## config.mk

```make
export PLATFORM = sky130hd
export DESIGN_NAME = mexec_core
export DESIGN_NICKNAME = d
export VERILOG_FILES = /design/src/mexec_pkg.sv /design/src/mexec_alu.sv /design/src/mexec_core.sv
export VERILOG_INCLUDE_DIRS = /design/src
export SDC_FILE = /design/constraint.sdc
export NUM_CORES = 1
export LEC_CHECK = 0
export ABC_AREA = 1
export BUFFER_PORTS_ARGS = -buffer_cell sky130_fd_sc_hd__buf_2
export CORE_MARGIN = 1
export CORE_UTILIZATION = 53
export DETAILED_ROUTE_END_ITERATION = 16
export GPL_ROUTABILITY_DRIVEN = 0
export PLACE_DENSITY_LB_ADDON = 0.15
export SYNTH_ARGS = -nofsm -noshare
export SYNTH_HDL_FRONTEND = slang
export SYNTH_SLANG_ARGS = --single-unit
```

## constraint.sdc

```tcl
create_clock -name clock_in -period 5.35 [get_ports clock_in]
set_clock_uncertainty 0.1 [all_clocks]
set_input_delay 0.535 -clock clock_in [delete_from_list [all_inputs] [get_ports clock_in]]
set_output_delay 0.535 -clock clock_in [all_outputs]
set_load 0.05 [all_outputs]
```

## src/mexec_params.svh

```systemverilog
// constants for the instruction execution and timing block
`ifndef MEXEC_PARAMS_SVH
`define MEXEC_PARAMS_SVH

`define MEXEC_OP_W        5
`define MEXEC_DATA_W      8
`define MEXEC_ADDR_W      7
`define MEXEC_PC_W        11
`define MEXEC_PC_LOW_ADDR 7'h02
`define MEXEC_TBL_LAST_PG 3'h7
`define MEXEC_CYC_ONE     2'h1
`define MEXEC_CYC_TWO     2'h2
`define MEXEC_HALF_BIT    3
`define MEXEC_SIGN_BIT    7
`define MEXEC_BYTE_ZERO   8'h00
`define MEXEC_BYTE_ONE    8'h01
`define MEXEC_ACC_RST     8'h00
`define MEXEC_TH_RST      8'h00

`endif

```

## src/mexec_pkg.sv

```systemverilog
// types for the instruction execution and timing block
package mexec_pkg;

	typedef enum logic [4:0] {
		op_nop,
		increment_to_accumulator,
		increment_to_mem,
		decrement_to_accumulator,
		decrement_to_mem,
		rotate_right_to_accum,
		rotate_right_to_mem,
		rotate_right_thru_spill_accum,
		rotate_right_thru_spill,
		rotate_left_to_accum,
		rotate_left_to_mem,
		rotate_left_thru_spill_accum,
		rotate_left_thru_spill,
		move_mem_to_accum,
		move_accum_to_mem,
		move_imm_to_accum,
		bit_clear,
		bit_set,
		skip_if_null,
		skip_null_copy_accum,
		skip_if_bit_clear,
		skip_if_bit_set,
		inc_skip_if_null,
		dec_skip_if_null,
		inc_skip_null_accum,
		dec_skip_null_accum,
		jump_direct,
		call_sub,
		ret_sub,
		ret_load_imm,
		return_from_irq,
		op_misc
	} mexec_op_t;

	// sub-codes of op_misc
	typedef enum logic [3:0] {
		misc_lookup_read_cur_page,
		misc_lookup_read_last_page,
		misc_nibble_exchange_mem,
		misc_nibble_exchange_accum,
		misc_watchdog_clear,
		misc_watchdog_preclear_first,
		misc_watchdog_preclear_second,
		misc_power_down,
		misc_add_with_spill_to_accum,
		misc_add_with_spill_to_mem,
		misc_add_to_accum,
		misc_add_to_mem,
		misc_add_imm,
		misc_bitwise_and_to_accum,
		misc_bitwise_and_to_mem,
		misc_bitwise_and_imm
	} mexec_misc_t;

	typedef struct packed {
		mexec_op_t   op;
		mexec_misc_t misc;
		logic [2:0]  bit_sel;
		logic [6:0]  mem_addr;
		logic [7:0]  imm;
	} mexec_instr_t;

	typedef struct packed {
		logic signed_range_flag;
		logic half_spill_bit;
		logic spill;
		logic null_flag;
	} mexec_flags_t;

	typedef struct packed {
		logic       we;
		logic [6:0] addr;
		logic [7:0] data;
	} mexec_mem_wr_t;

endpackage

```

## src/mexec_alu.sv

```systemverilog
// adder and logic datapath of the execution block
`timescale 1ns/1ps
`include "mexec_params.svh"

module mexec_alu (
	// operands
	input  wire logic [7:0]         a_in,
	input  wire logic [7:0]         b_in,
	input  wire logic               cin_in,
	input  wire logic               and_sel_in,
	// result and flags
	output logic [7:0]              res_out,
	output mexec_pkg::mexec_flags_t flags_out
);

	logic [4:0] lo_sum;
	logic [4:0] hi_sum;

	always_comb begin
		lo_sum = {1'b0, a_in[3:0]} + {1'b0, b_in[3:0]} + {4'h0, cin_in};
		hi_sum = {1'b0, a_in[7:4]} + {1'b0, b_in[7:4]} + {4'h0, lo_sum[4]};
		if (and_sel_in) begin
			res_out = a_in & b_in;
		end else begin
			res_out = {hi_sum[3:0], lo_sum[3:0]};
		end
		flags_out.null_flag         = (res_out == `MEXEC_BYTE_ZERO);
		flags_out.spill             = hi_sum[4];
		flags_out.half_spill_bit    = lo_sum[4];
		flags_out.signed_range_flag = (a_in[`MEXEC_SIGN_BIT] == b_in[`MEXEC_SIGN_BIT])
			&& (res_out[`MEXEC_SIGN_BIT] != a_in[`MEXEC_SIGN_BIT]);
	end

endmodule

```

## src/mexec_core.sv

```systemverilog
// instruction execution, cycle timing and status flags of the 8-bit core
// Function
// - inc/dec memory byte to byte or accumulator; null flag only; accumulator form one cycle
// - plain rotates change no flags; rotates through spill change only spill
// - moves change no flags; moves into accumulator take one cycle
// - bit clear/set change only the addressed bit, no flags
// - jump, call, returns take two cycles, no flags
// - skip takes two cycles when skipping, one otherwise
// - skip on zero byte, bit zero, bit one; inc/dec skip test result
// - accumulator skip forms load accumulator and skip on that value
// - any write to program counter low byte takes two cycles
// - paired pre-clears clear watchdog flags only when run back to back
// - power-down and watchdog clears take one cycle, touch both flags
// - table reads put high part in lookup high, low in memory, two cycles
// - nibble exchange to byte or accumulator, no flags, accumulator one cycle
// - add with spill sums accumulator, byte, spill; updates four flags
// - add sums accumulator and byte into either; updates four flags
// - add immediate sums into accumulator; updates four flags
// - logical and to accumulator or byte; null flag only
// - power-down stops execution, clears watchdog, sets sleep flag, clears expiry
// - watchdog clear clears counter and both flags unconditionally
`timescale 1ns/1ps
`include "mexec_params.svh"

module mexec_core (
	// clock and reset
	input  wire logic                     clock_in,
	input  wire logic                     rst_in,
	// instruction issue
	input  wire logic                     instr_valid_in,
	input  mexec_pkg::mexec_instr_t       instr_in,
	output logic                          instr_ready_out,
	// data memory ports
	output logic [6:0]                    mem_raddr_out,
	input  wire logic [7:0]               mem_rdata_in,
	output mexec_pkg::mexec_mem_wr_t      mem_wr_out,
	// program memory for table reads
	input  wire logic [10:0]              pc_in,
	input  wire logic [7:0]               tbl_ptr_in,
	output logic [10:0]                   prog_addr_out,
	input  wire logic [15:0]              prog_data_in,
	// watchdog expiry
	input  wire logic                     wdt_expire_in,
	// status
	output logic [7:0]                    acc_out,
	output logic [7:0]                    lookup_high_byte_out,
	output mexec_pkg::mexec_flags_t       flags_out,
	output logic                          wdt_expired_flag_out,
	output logic                          sleep_entered_flag_out,
	output logic                          wdt_clear_out,
	output logic                          power_down_out,
	output logic                          skip_next_out,
	output logic                          pc_load_out
);

	typedef enum logic [1:0] {
		st_run,
		st_second,
		st_halted
	} mexec_state_t;

	mexec_state_t            state_q, state_d;
	logic [7:0]              acc_q, acc_d;
	logic [7:0]              th_q, th_d;
	mexec_pkg::mexec_flags_t fl_q, fl_d;
	logic                    to_q, to_d, pd_q, pd_d;
	logic                    pre1_q, pre1_d, pre2_q, pre2_d;
	mexec_pkg::mexec_mem_wr_t wr_q, wr_d;
	logic                    wdc_q, wdc_d, pdn_q, pdn_d, skip_q, skip_d, pcl_q, pcl_d;
	mexec_pkg::mexec_instr_t ins_q, ins_d;

	logic [7:0]              m;
	logic [7:0]              b_op;
	logic                    cin;
	logic                    and_sel;
	logic [7:0]              alu_res;
	mexec_pkg::mexec_flags_t alu_fl;
	logic                    wr_acc, wr_mem;
	logic [7:0]              res;
	logic                    take_issue;
	logic                    wdt_sync1_q, wdt_sync2_q, wdt_prev_q;

	// ************************************************
	// datapath
	// ************************************************
	mexec_alu u_alu (
		.a_in       (acc_q),
		.b_in       (b_op),
		.cin_in     (cin),
		.and_sel_in (and_sel),
		.res_out    (alu_res),
		.flags_out  (alu_fl)
	);

	assign m               = mem_rdata_in;
	assign mem_raddr_out   = instr_in.mem_addr;
	assign instr_ready_out = (state_q == st_run);
	assign take_issue      = instr_valid_in && (state_q == st_run);
	// table word: current page keeps pc high bits, last page is fixed
	assign prog_addr_out   = (instr_in.misc == mexec_pkg::misc_lookup_read_last_page) ?
		{`MEXEC_TBL_LAST_PG, tbl_ptr_in} : {pc_in[10:8], tbl_ptr_in};

	always_comb begin
		b_op    = (instr_in.misc == mexec_pkg::misc_add_imm ||
			instr_in.misc == mexec_pkg::misc_bitwise_and_imm) ? instr_in.imm : m;
		cin     = (instr_in.misc == mexec_pkg::misc_add_with_spill_to_accum ||
			instr_in.misc == mexec_pkg::misc_add_with_spill_to_mem) ? fl_q.spill : 1'b0;
		and_sel = (instr_in.misc == mexec_pkg::misc_bitwise_and_to_accum ||
			instr_in.misc == mexec_pkg::misc_bitwise_and_to_mem ||
			instr_in.misc == mexec_pkg::misc_bitwise_and_imm);
	end

	// ************************************************
	// execute
	// ************************************************
	always_comb begin
		state_d = state_q;
		acc_d   = acc_q;
		th_d    = th_q;
		fl_d    = fl_q;
		to_d    = to_q;
		pd_d    = pd_q;
		pre1_d  = pre1_q;
		pre2_d  = pre2_q;
		ins_d   = ins_q;
		wr_d    = '0;
		wdc_d   = 1'b0;
		pdn_d   = 1'b0;
		skip_d  = 1'b0;
		pcl_d   = 1'b0;
		wr_acc  = 1'b0;
		wr_mem  = 1'b0;
		res     = m;
		// expiry is a timer event; it sets the flag unless a clear lands now
		if (wdt_sync2_q && !wdt_prev_q) begin
			to_d = 1'b1;
		end
		case (state_q)
			st_run: begin
				if (take_issue) begin
					ins_d = instr_in;
					// any instruction clears the pending pre-clear pairing
					pre1_d = 1'b0;
					pre2_d = 1'b0;
					case (instr_in.op)
						mexec_pkg::increment_to_accumulator, mexec_pkg::increment_to_mem: begin
							res = m + `MEXEC_BYTE_ONE;
							fl_d.null_flag = (res == `MEXEC_BYTE_ZERO);
							wr_acc = (instr_in.op == mexec_pkg::increment_to_accumulator);
							wr_mem = !wr_acc;
						end
						mexec_pkg::decrement_to_accumulator, mexec_pkg::decrement_to_mem: begin
							res = m - `MEXEC_BYTE_ONE;
							fl_d.null_flag = (res == `MEXEC_BYTE_ZERO);
							wr_acc = (instr_in.op == mexec_pkg::decrement_to_accumulator);
							wr_mem = !wr_acc;
						end
						mexec_pkg::rotate_right_to_accum, mexec_pkg::rotate_right_to_mem: begin
							res = {m[0], m[7:1]};
							wr_acc = (instr_in.op == mexec_pkg::rotate_right_to_accum);
							wr_mem = !wr_acc;
						end
						mexec_pkg::rotate_left_to_accum, mexec_pkg::rotate_left_to_mem: begin
							res = {m[6:0], m[7]};
							wr_acc = (instr_in.op == mexec_pkg::rotate_left_to_accum);
							wr_mem = !wr_acc;
						end
						mexec_pkg::rotate_right_thru_spill_accum,
						mexec_pkg::rotate_right_thru_spill: begin
							res = {fl_q.spill, m[7:1]};
							fl_d.spill = m[0];
							wr_acc = (instr_in.op == mexec_pkg::rotate_right_thru_spill_accum);
							wr_mem = !wr_acc;
						end
						mexec_pkg::rotate_left_thru_spill_accum,
						mexec_pkg::rotate_left_thru_spill: begin
							res = {m[6:0], fl_q.spill};
							fl_d.spill = m[7];
							wr_acc = (instr_in.op == mexec_pkg::rotate_left_thru_spill_accum);
							wr_mem = !wr_acc;
						end
						mexec_pkg::move_mem_to_accum: begin
							wr_acc = 1'b1;
						end
						mexec_pkg::move_imm_to_accum: begin
							res = instr_in.imm;
							wr_acc = 1'b1;
						end
						mexec_pkg::move_accum_to_mem: begin
							res = acc_q;
							wr_mem = 1'b1;
						end
						mexec_pkg::bit_clear: begin
							res[instr_in.bit_sel] = 1'b0;
							wr_mem = 1'b1;
						end
						mexec_pkg::bit_set: begin
							res[instr_in.bit_sel] = 1'b1;
							wr_mem = 1'b1;
						end
						mexec_pkg::skip_if_null: begin
							skip_d = (m == `MEXEC_BYTE_ZERO);
						end
						mexec_pkg::skip_null_copy_accum: begin
							wr_acc = 1'b1;
							skip_d = (m == `MEXEC_BYTE_ZERO);
						end
						mexec_pkg::skip_if_bit_clear: begin
							skip_d = !m[instr_in.bit_sel];
						end
						mexec_pkg::skip_if_bit_set: begin
							skip_d = m[instr_in.bit_sel];
						end
						mexec_pkg::inc_skip_if_null, mexec_pkg::inc_skip_null_accum: begin
							res = m + `MEXEC_BYTE_ONE;
							skip_d = (res == `MEXEC_BYTE_ZERO);
							wr_acc = (instr_in.op == mexec_pkg::inc_skip_null_accum);
							wr_mem = !wr_acc;
						end
						mexec_pkg::dec_skip_if_null, mexec_pkg::dec_skip_null_accum: begin
							res = m - `MEXEC_BYTE_ONE;
							skip_d = (res == `MEXEC_BYTE_ZERO);
							wr_acc = (instr_in.op == mexec_pkg::dec_skip_null_accum);
							wr_mem = !wr_acc;
						end
						mexec_pkg::jump_direct, mexec_pkg::call_sub, mexec_pkg::ret_sub,
						mexec_pkg::return_from_irq: begin
							state_d = st_second;
						end
						mexec_pkg::ret_load_imm: begin
							res = instr_in.imm;
							wr_acc = 1'b1;
							state_d = st_second;
						end
						mexec_pkg::op_misc: begin
							case (instr_in.misc)
								mexec_pkg::misc_lookup_read_cur_page,
								mexec_pkg::misc_lookup_read_last_page: begin
									res = prog_data_in[7:0];
									th_d = prog_data_in[15:8];
									wr_mem = 1'b1;
									state_d = st_second;
								end
								mexec_pkg::misc_nibble_exchange_mem,
								mexec_pkg::misc_nibble_exchange_accum: begin
									res = {m[3:0], m[7:4]};
									wr_acc = (instr_in.misc == mexec_pkg::misc_nibble_exchange_accum);
									wr_mem = !wr_acc;
								end
								mexec_pkg::misc_watchdog_clear: begin
									to_d = 1'b0;
									pd_d = 1'b0;
									wdc_d = 1'b1;
								end
								mexec_pkg::misc_watchdog_preclear_first: begin
									// the pair completes only right after the second one
									if (pre2_q) begin
										to_d = 1'b0;
										pd_d = 1'b0;
										wdc_d = 1'b1;
									end else begin
										pre1_d = 1'b1;
									end
								end
								mexec_pkg::misc_watchdog_preclear_second: begin
									if (pre1_q) begin
										to_d = 1'b0;
										pd_d = 1'b0;
										wdc_d = 1'b1;
									end else begin
										pre2_d = 1'b1;
									end
								end
								mexec_pkg::misc_power_down: begin
									to_d = 1'b0;
									pd_d = 1'b1;
									wdc_d = 1'b1;
									pdn_d = 1'b1;
									state_d = st_halted;
								end
								mexec_pkg::misc_bitwise_and_to_accum,
								mexec_pkg::misc_bitwise_and_imm,
								mexec_pkg::misc_bitwise_and_to_mem: begin
									res = alu_res;
									fl_d.null_flag = alu_fl.null_flag;
									wr_mem = (instr_in.misc == mexec_pkg::misc_bitwise_and_to_mem);
									wr_acc = !wr_mem;
								end
								default: begin
									// the five add forms
									res = alu_res;
									fl_d = alu_fl;
									wr_mem = (instr_in.misc == mexec_pkg::misc_add_with_spill_to_mem ||
										instr_in.misc == mexec_pkg::misc_add_to_mem);
									wr_acc = !wr_mem;
								end
							endcase
						end
						default: begin
						end
					endcase
					if (wr_acc) begin
						acc_d = res;
					end
					wr_d.we   = wr_mem;
					wr_d.addr = instr_in.mem_addr;
					wr_d.data = res;
					if (skip_d) begin
						state_d = st_second;
					end
					// a program counter low write costs a refetch cycle
					if (wr_mem && instr_in.mem_addr == `MEXEC_PC_LOW_ADDR) begin
						pcl_d = 1'b1;
						state_d = st_second;
					end
				end
			end
			st_second: begin
				state_d = st_run;
			end
			st_halted: begin
				// only reset leaves power-down; the system clock is gated outside
				state_d = st_halted;
			end
			default: begin
				state_d = st_run;
			end
		endcase
	end

	always_ff @(posedge clock_in) begin
		if (rst_in) begin
			state_q     <= st_run;
			acc_q       <= `MEXEC_ACC_RST;
			th_q        <= `MEXEC_TH_RST;
			fl_q        <= '0;
			to_q        <= 1'b0;
			pd_q        <= 1'b0;
			pre1_q      <= 1'b0;
			pre2_q      <= 1'b0;
			ins_q       <= '0;
			wr_q        <= '0;
			wdc_q       <= 1'b0;
			pdn_q       <= 1'b0;
			skip_q      <= 1'b0;
			pcl_q       <= 1'b0;
			wdt_sync1_q <= 1'b0;
			wdt_sync2_q <= 1'b0;
			wdt_prev_q  <= 1'b0;
		end else begin
			state_q     <= state_d;
			acc_q       <= acc_d;
			th_q        <= th_d;
			fl_q        <= fl_d;
			to_q        <= to_d;
			pd_q        <= pd_d;
			pre1_q      <= pre1_d;
			pre2_q      <= pre2_d;
			ins_q       <= ins_d;
			wr_q        <= wr_d;
			wdc_q       <= wdc_d;
			pdn_q       <= pdn_d;
			skip_q      <= skip_d;
			pcl_q       <= pcl_d;
			wdt_sync1_q <= wdt_expire_in;
			wdt_sync2_q <= wdt_sync1_q;
			wdt_prev_q  <= wdt_sync2_q;
		end
	end

	// ************************************************
	// outputs
	// ************************************************
	assign mem_wr_out             = wr_q;
	assign acc_out                = acc_q;
	assign lookup_high_byte_out   = th_q;
	assign flags_out              = fl_q;
	assign wdt_expired_flag_out   = to_q;
	assign sleep_entered_flag_out = pd_q;
	assign wdt_clear_out          = wdc_q;
	assign power_down_out         = pdn_q;
	assign skip_next_out          = skip_q;
	assign pc_load_out            = pcl_q;

endmodule

```

==> reports/qor.yml <==
status:
  status: "finished, final reports clean"
floorplanning:
  initial_core_util_pct: 56.1
  die-height_um: 93.4
  ios: 135
  die-area_um2: 8720
  die_w_um: 93.4
  row_count: 32
  core_area_um2: 7890
drt:
  vias_per_cell: 5.56
  drt_first_pass_iters: 7
  drt_wl_total_um: 14000
  postRouteAntennaNets: 0
  drt_drc_violations_left: 0
  drt-initial-drc-count: 496
  wire_per_inst_um: 14.9
  vias: 5220
global_routing:
  grt_start_max_net_pins: 24
  grt_first_pass_wirelength_um: 22400
  met3_usage_pct: 5.37
  use_met2_pct: 52.5
  overflow: 0
  grt_pass1_vias: 4762
  grtUsageMet1_pct: 43.3
  grt.busiest_layer: "met2"
  antenna_found_initial: 0
  grt_util_all_layers_pct: 32.9
cts:
  cts_inserted_buffers: 5
  ctsResizeCount: 0
  cts-root-buf: "clkbuf_8"
  cts.sinks: 49
  clkSlewWorstSetupHoldPaths_ps: 100
  clk_latency_ps: 320
  cts_tree: "built"
  cts_setup_buffers: 0
  h-tree-depth: 2
  cts_hold_buf: 0
  clk_path_buf_depth: 2
place:
  port_buffers: 110
  hpwl_um: 10900
sta:
  worst_slew_pin_slew_ps: 754
  hold_viol: 0
  timing.final.crit_share_pct: 78.7
  final_max_slew_viol_count: 0
  rsz0062_at_grt: "false"
  finalCriticalPeriod_ps: 4210
  fmax_mhz: 238
  fin_tns_setup_ps: 0
  setup_viol: 0
  max_slew_margin_pct: 49.7
synth:
  yosys-top-cells-count: "nand2_1, nor2_1, inv_1"
  synth_area_um2: 4430
  syn_area_per_cell_um2: 5.85
  synth_most_common_cell: "nand2_1"
  syn_nets: 846
  yosysTopAreaCellShare_pct: 22.2
  netlist_top_cells_area: "dfxtp_1, nand2_1, nor2_1"
  seq_area_frac_synth_pct: 22.2
  synthArstFlopShare_pct: 0
  netlist_instances: 757
  synth.distinct_cells: 38
  synth-edff-count: 0
  synth-seq-cells: 49
  ys_warn_count: 0
  yosysTopAreaCell: "dfxtp_1"
  ys.flop_type: "dfxtp_1"
flow_run:
  max_cap_violations: 0
critical_path:
  crit_arrival_ps: 4320
  startpoint_type: "input port"
  cp_slowest_cell: "fa_1"
  crit_path_end_kind: "flop"
  crit_fanout: 23
  worstPathRequired_ps: 5470
  crit_buf_inv: 5
  cpPeakStageDelay_ps: 430
  crit_type: "in2reg"
  crit_chain: "buf_2 > nand4_1 > buf_4 > o21ai_0 > inv_1 > fa_1 > inv_1 > fa_1 > a21oi_1 > o21ai_0 > fa_1 > fa_1 > inv_1 > nand2_1 > o21ai_1 > nand2_1 > nand3_1 > nand2_1 > nor2_1 > nand3_1 > nand2_1 > nor2_2"
  crit_family: "adder cells"
power_and_ir_drop:
  p_int_uw: 579
  p_switching_uw: 420
  switching_share_pct: 42.0
  p_total_uw: 999
  power_leakage_nw: 2.67
  vdd_drop_max_mv: 0.150
  pwr-share-seq_pct: 39.2
  power.density_nw_per_um2: 202
  clock_power_share_pct: 23.5
  power_frac_comb_pct: 37.3
layout:
  multiInputGateArea_um2: 2840
  fill_cells: 785
  n_antenna_cell: 0
  syn2layout_area_growth_pct: 12.0
  drive_gt1_share_pct: 19.7
  finalNetCount: 925
  seq_area_um2: 981
  utilization_pct: 62.8
min_path:
  hp-class: "reg2reg"
[stage by stage]
stage	cells	instance area, um2	hold slack, ps	setup slack (ps)
global route	939	4960	327	820
finish	939	4960	310	1140
CTS	939	4960	313	1230
floorplan	757	4430	288	1450
detailed placement	931	4870	298	896
global placement	931	4870	298	1050
[kinds of logic after synthesis]
family	after synthesis	synth area share, %
DFF	49	22.2
AOI/OAI and AO/OA	103	12.5
adders and majority gates	15	4.92
xor gates and xnor gates	7	1.38
and+or+nand+nor	448	45.4
buffers and inverters	135	13.7
[power by group through the flow]
stage	logic [mW]	registers [mW]	clock network (mW)
after CTS	0.366	0.391	0.234
after global routing	0.408	0.393	0.245
after detailed placement	0.365	0.400	0
final	0.373	0.391	0.235
after global placement	0.357	0.399	0
after floorplan	0.242	0.445	0
[worst paths after layout]
kind | cells past startpoint | slack [ps] | from | to
max | 22 | 1140 | instr_in[21] | acc_out[5]
min | 2 | 310 | wdt_sync1_q | wdt_sync2_q
max reg2reg | 18 | 1770 | flags_out[1] | acc_out[5]
min reg2reg | 2 | 310 | wdt_sync1_q | wdt_sync2_q
[layout by cell type (no fill, tap or decap), types with 2 or more instances in the layout]
cell      instances
nand2_1         210
buf_2           110
nor2_1          102
inv_1            84
nand3_1          74
dfxtp_1          49
a21oi_1          44
o21ai_0          35
nor2_2           15
nand4_1          13
inv_2            11
ha_1             11
nor3_1           10
o21ai_1           9
o211ai_1          8
xor2_1            7
nand2_2           6
nand2_4           6
clkbuf_8          5
fa_1              4
nand3_4           3
nor2_4            2
clkinv_2          2
nand3b_1          2
[worst reg2reg max path: stages, from the launching register on]
cell and delay, ps:
dfxtp_1 470, nand4_1 160, fa_1 380, inv_1 90
fa_1 200, a21oi_1 70, o21ai_0 390, fa_1 320
fa_1 430, inv_1 60, nand2_1 50, o21ai_1 130
nand2_1 70, nand3_1 70, nand2_1 70, nor2_1 160
nand3_1 120, nand2_1 100, nor2_2 40
[layer usage]
metal  routed length (um)  up-vias
li1                     -     2555
met1                 5740     2287
met2                 6210      317
met3                 1520       61
met4                  529        0
met5                    0        -
[sequential cells by signal, summed over array words and instances (netlist names)]
signal / cells
mem_wr_out: 16
acc_out: 8
lookup_high_byte_out: 8
flags_out: 4
state_q: 2
pc_load_out: 1
power_down_out: 1
pre1_q: 1
pre2_q: 1
skip_next_out: 1
sleep_entered_flag_out: 1
wdt_clear_out: 1
wdt_expired_flag_out: 1
wdt_prev_q: 1
wdt_sync1_q: 1
wdt_sync2_q: 1
[area by class of cell]
| type | instances | area share [%] |
|---|---|---|
| clock buffer | 6 | 1.46 |
| clock inverter | 2 | 0.278 |
| inverter | 96 | 7.30 |
| multi-input combinational | 573 | 57.3 |
| sequential | 49 | 19.8 |
| tap | 102 | 2.58 |
| timing repair buffer | 111 | 11.3 |
(Power assumes the default switching activity.)
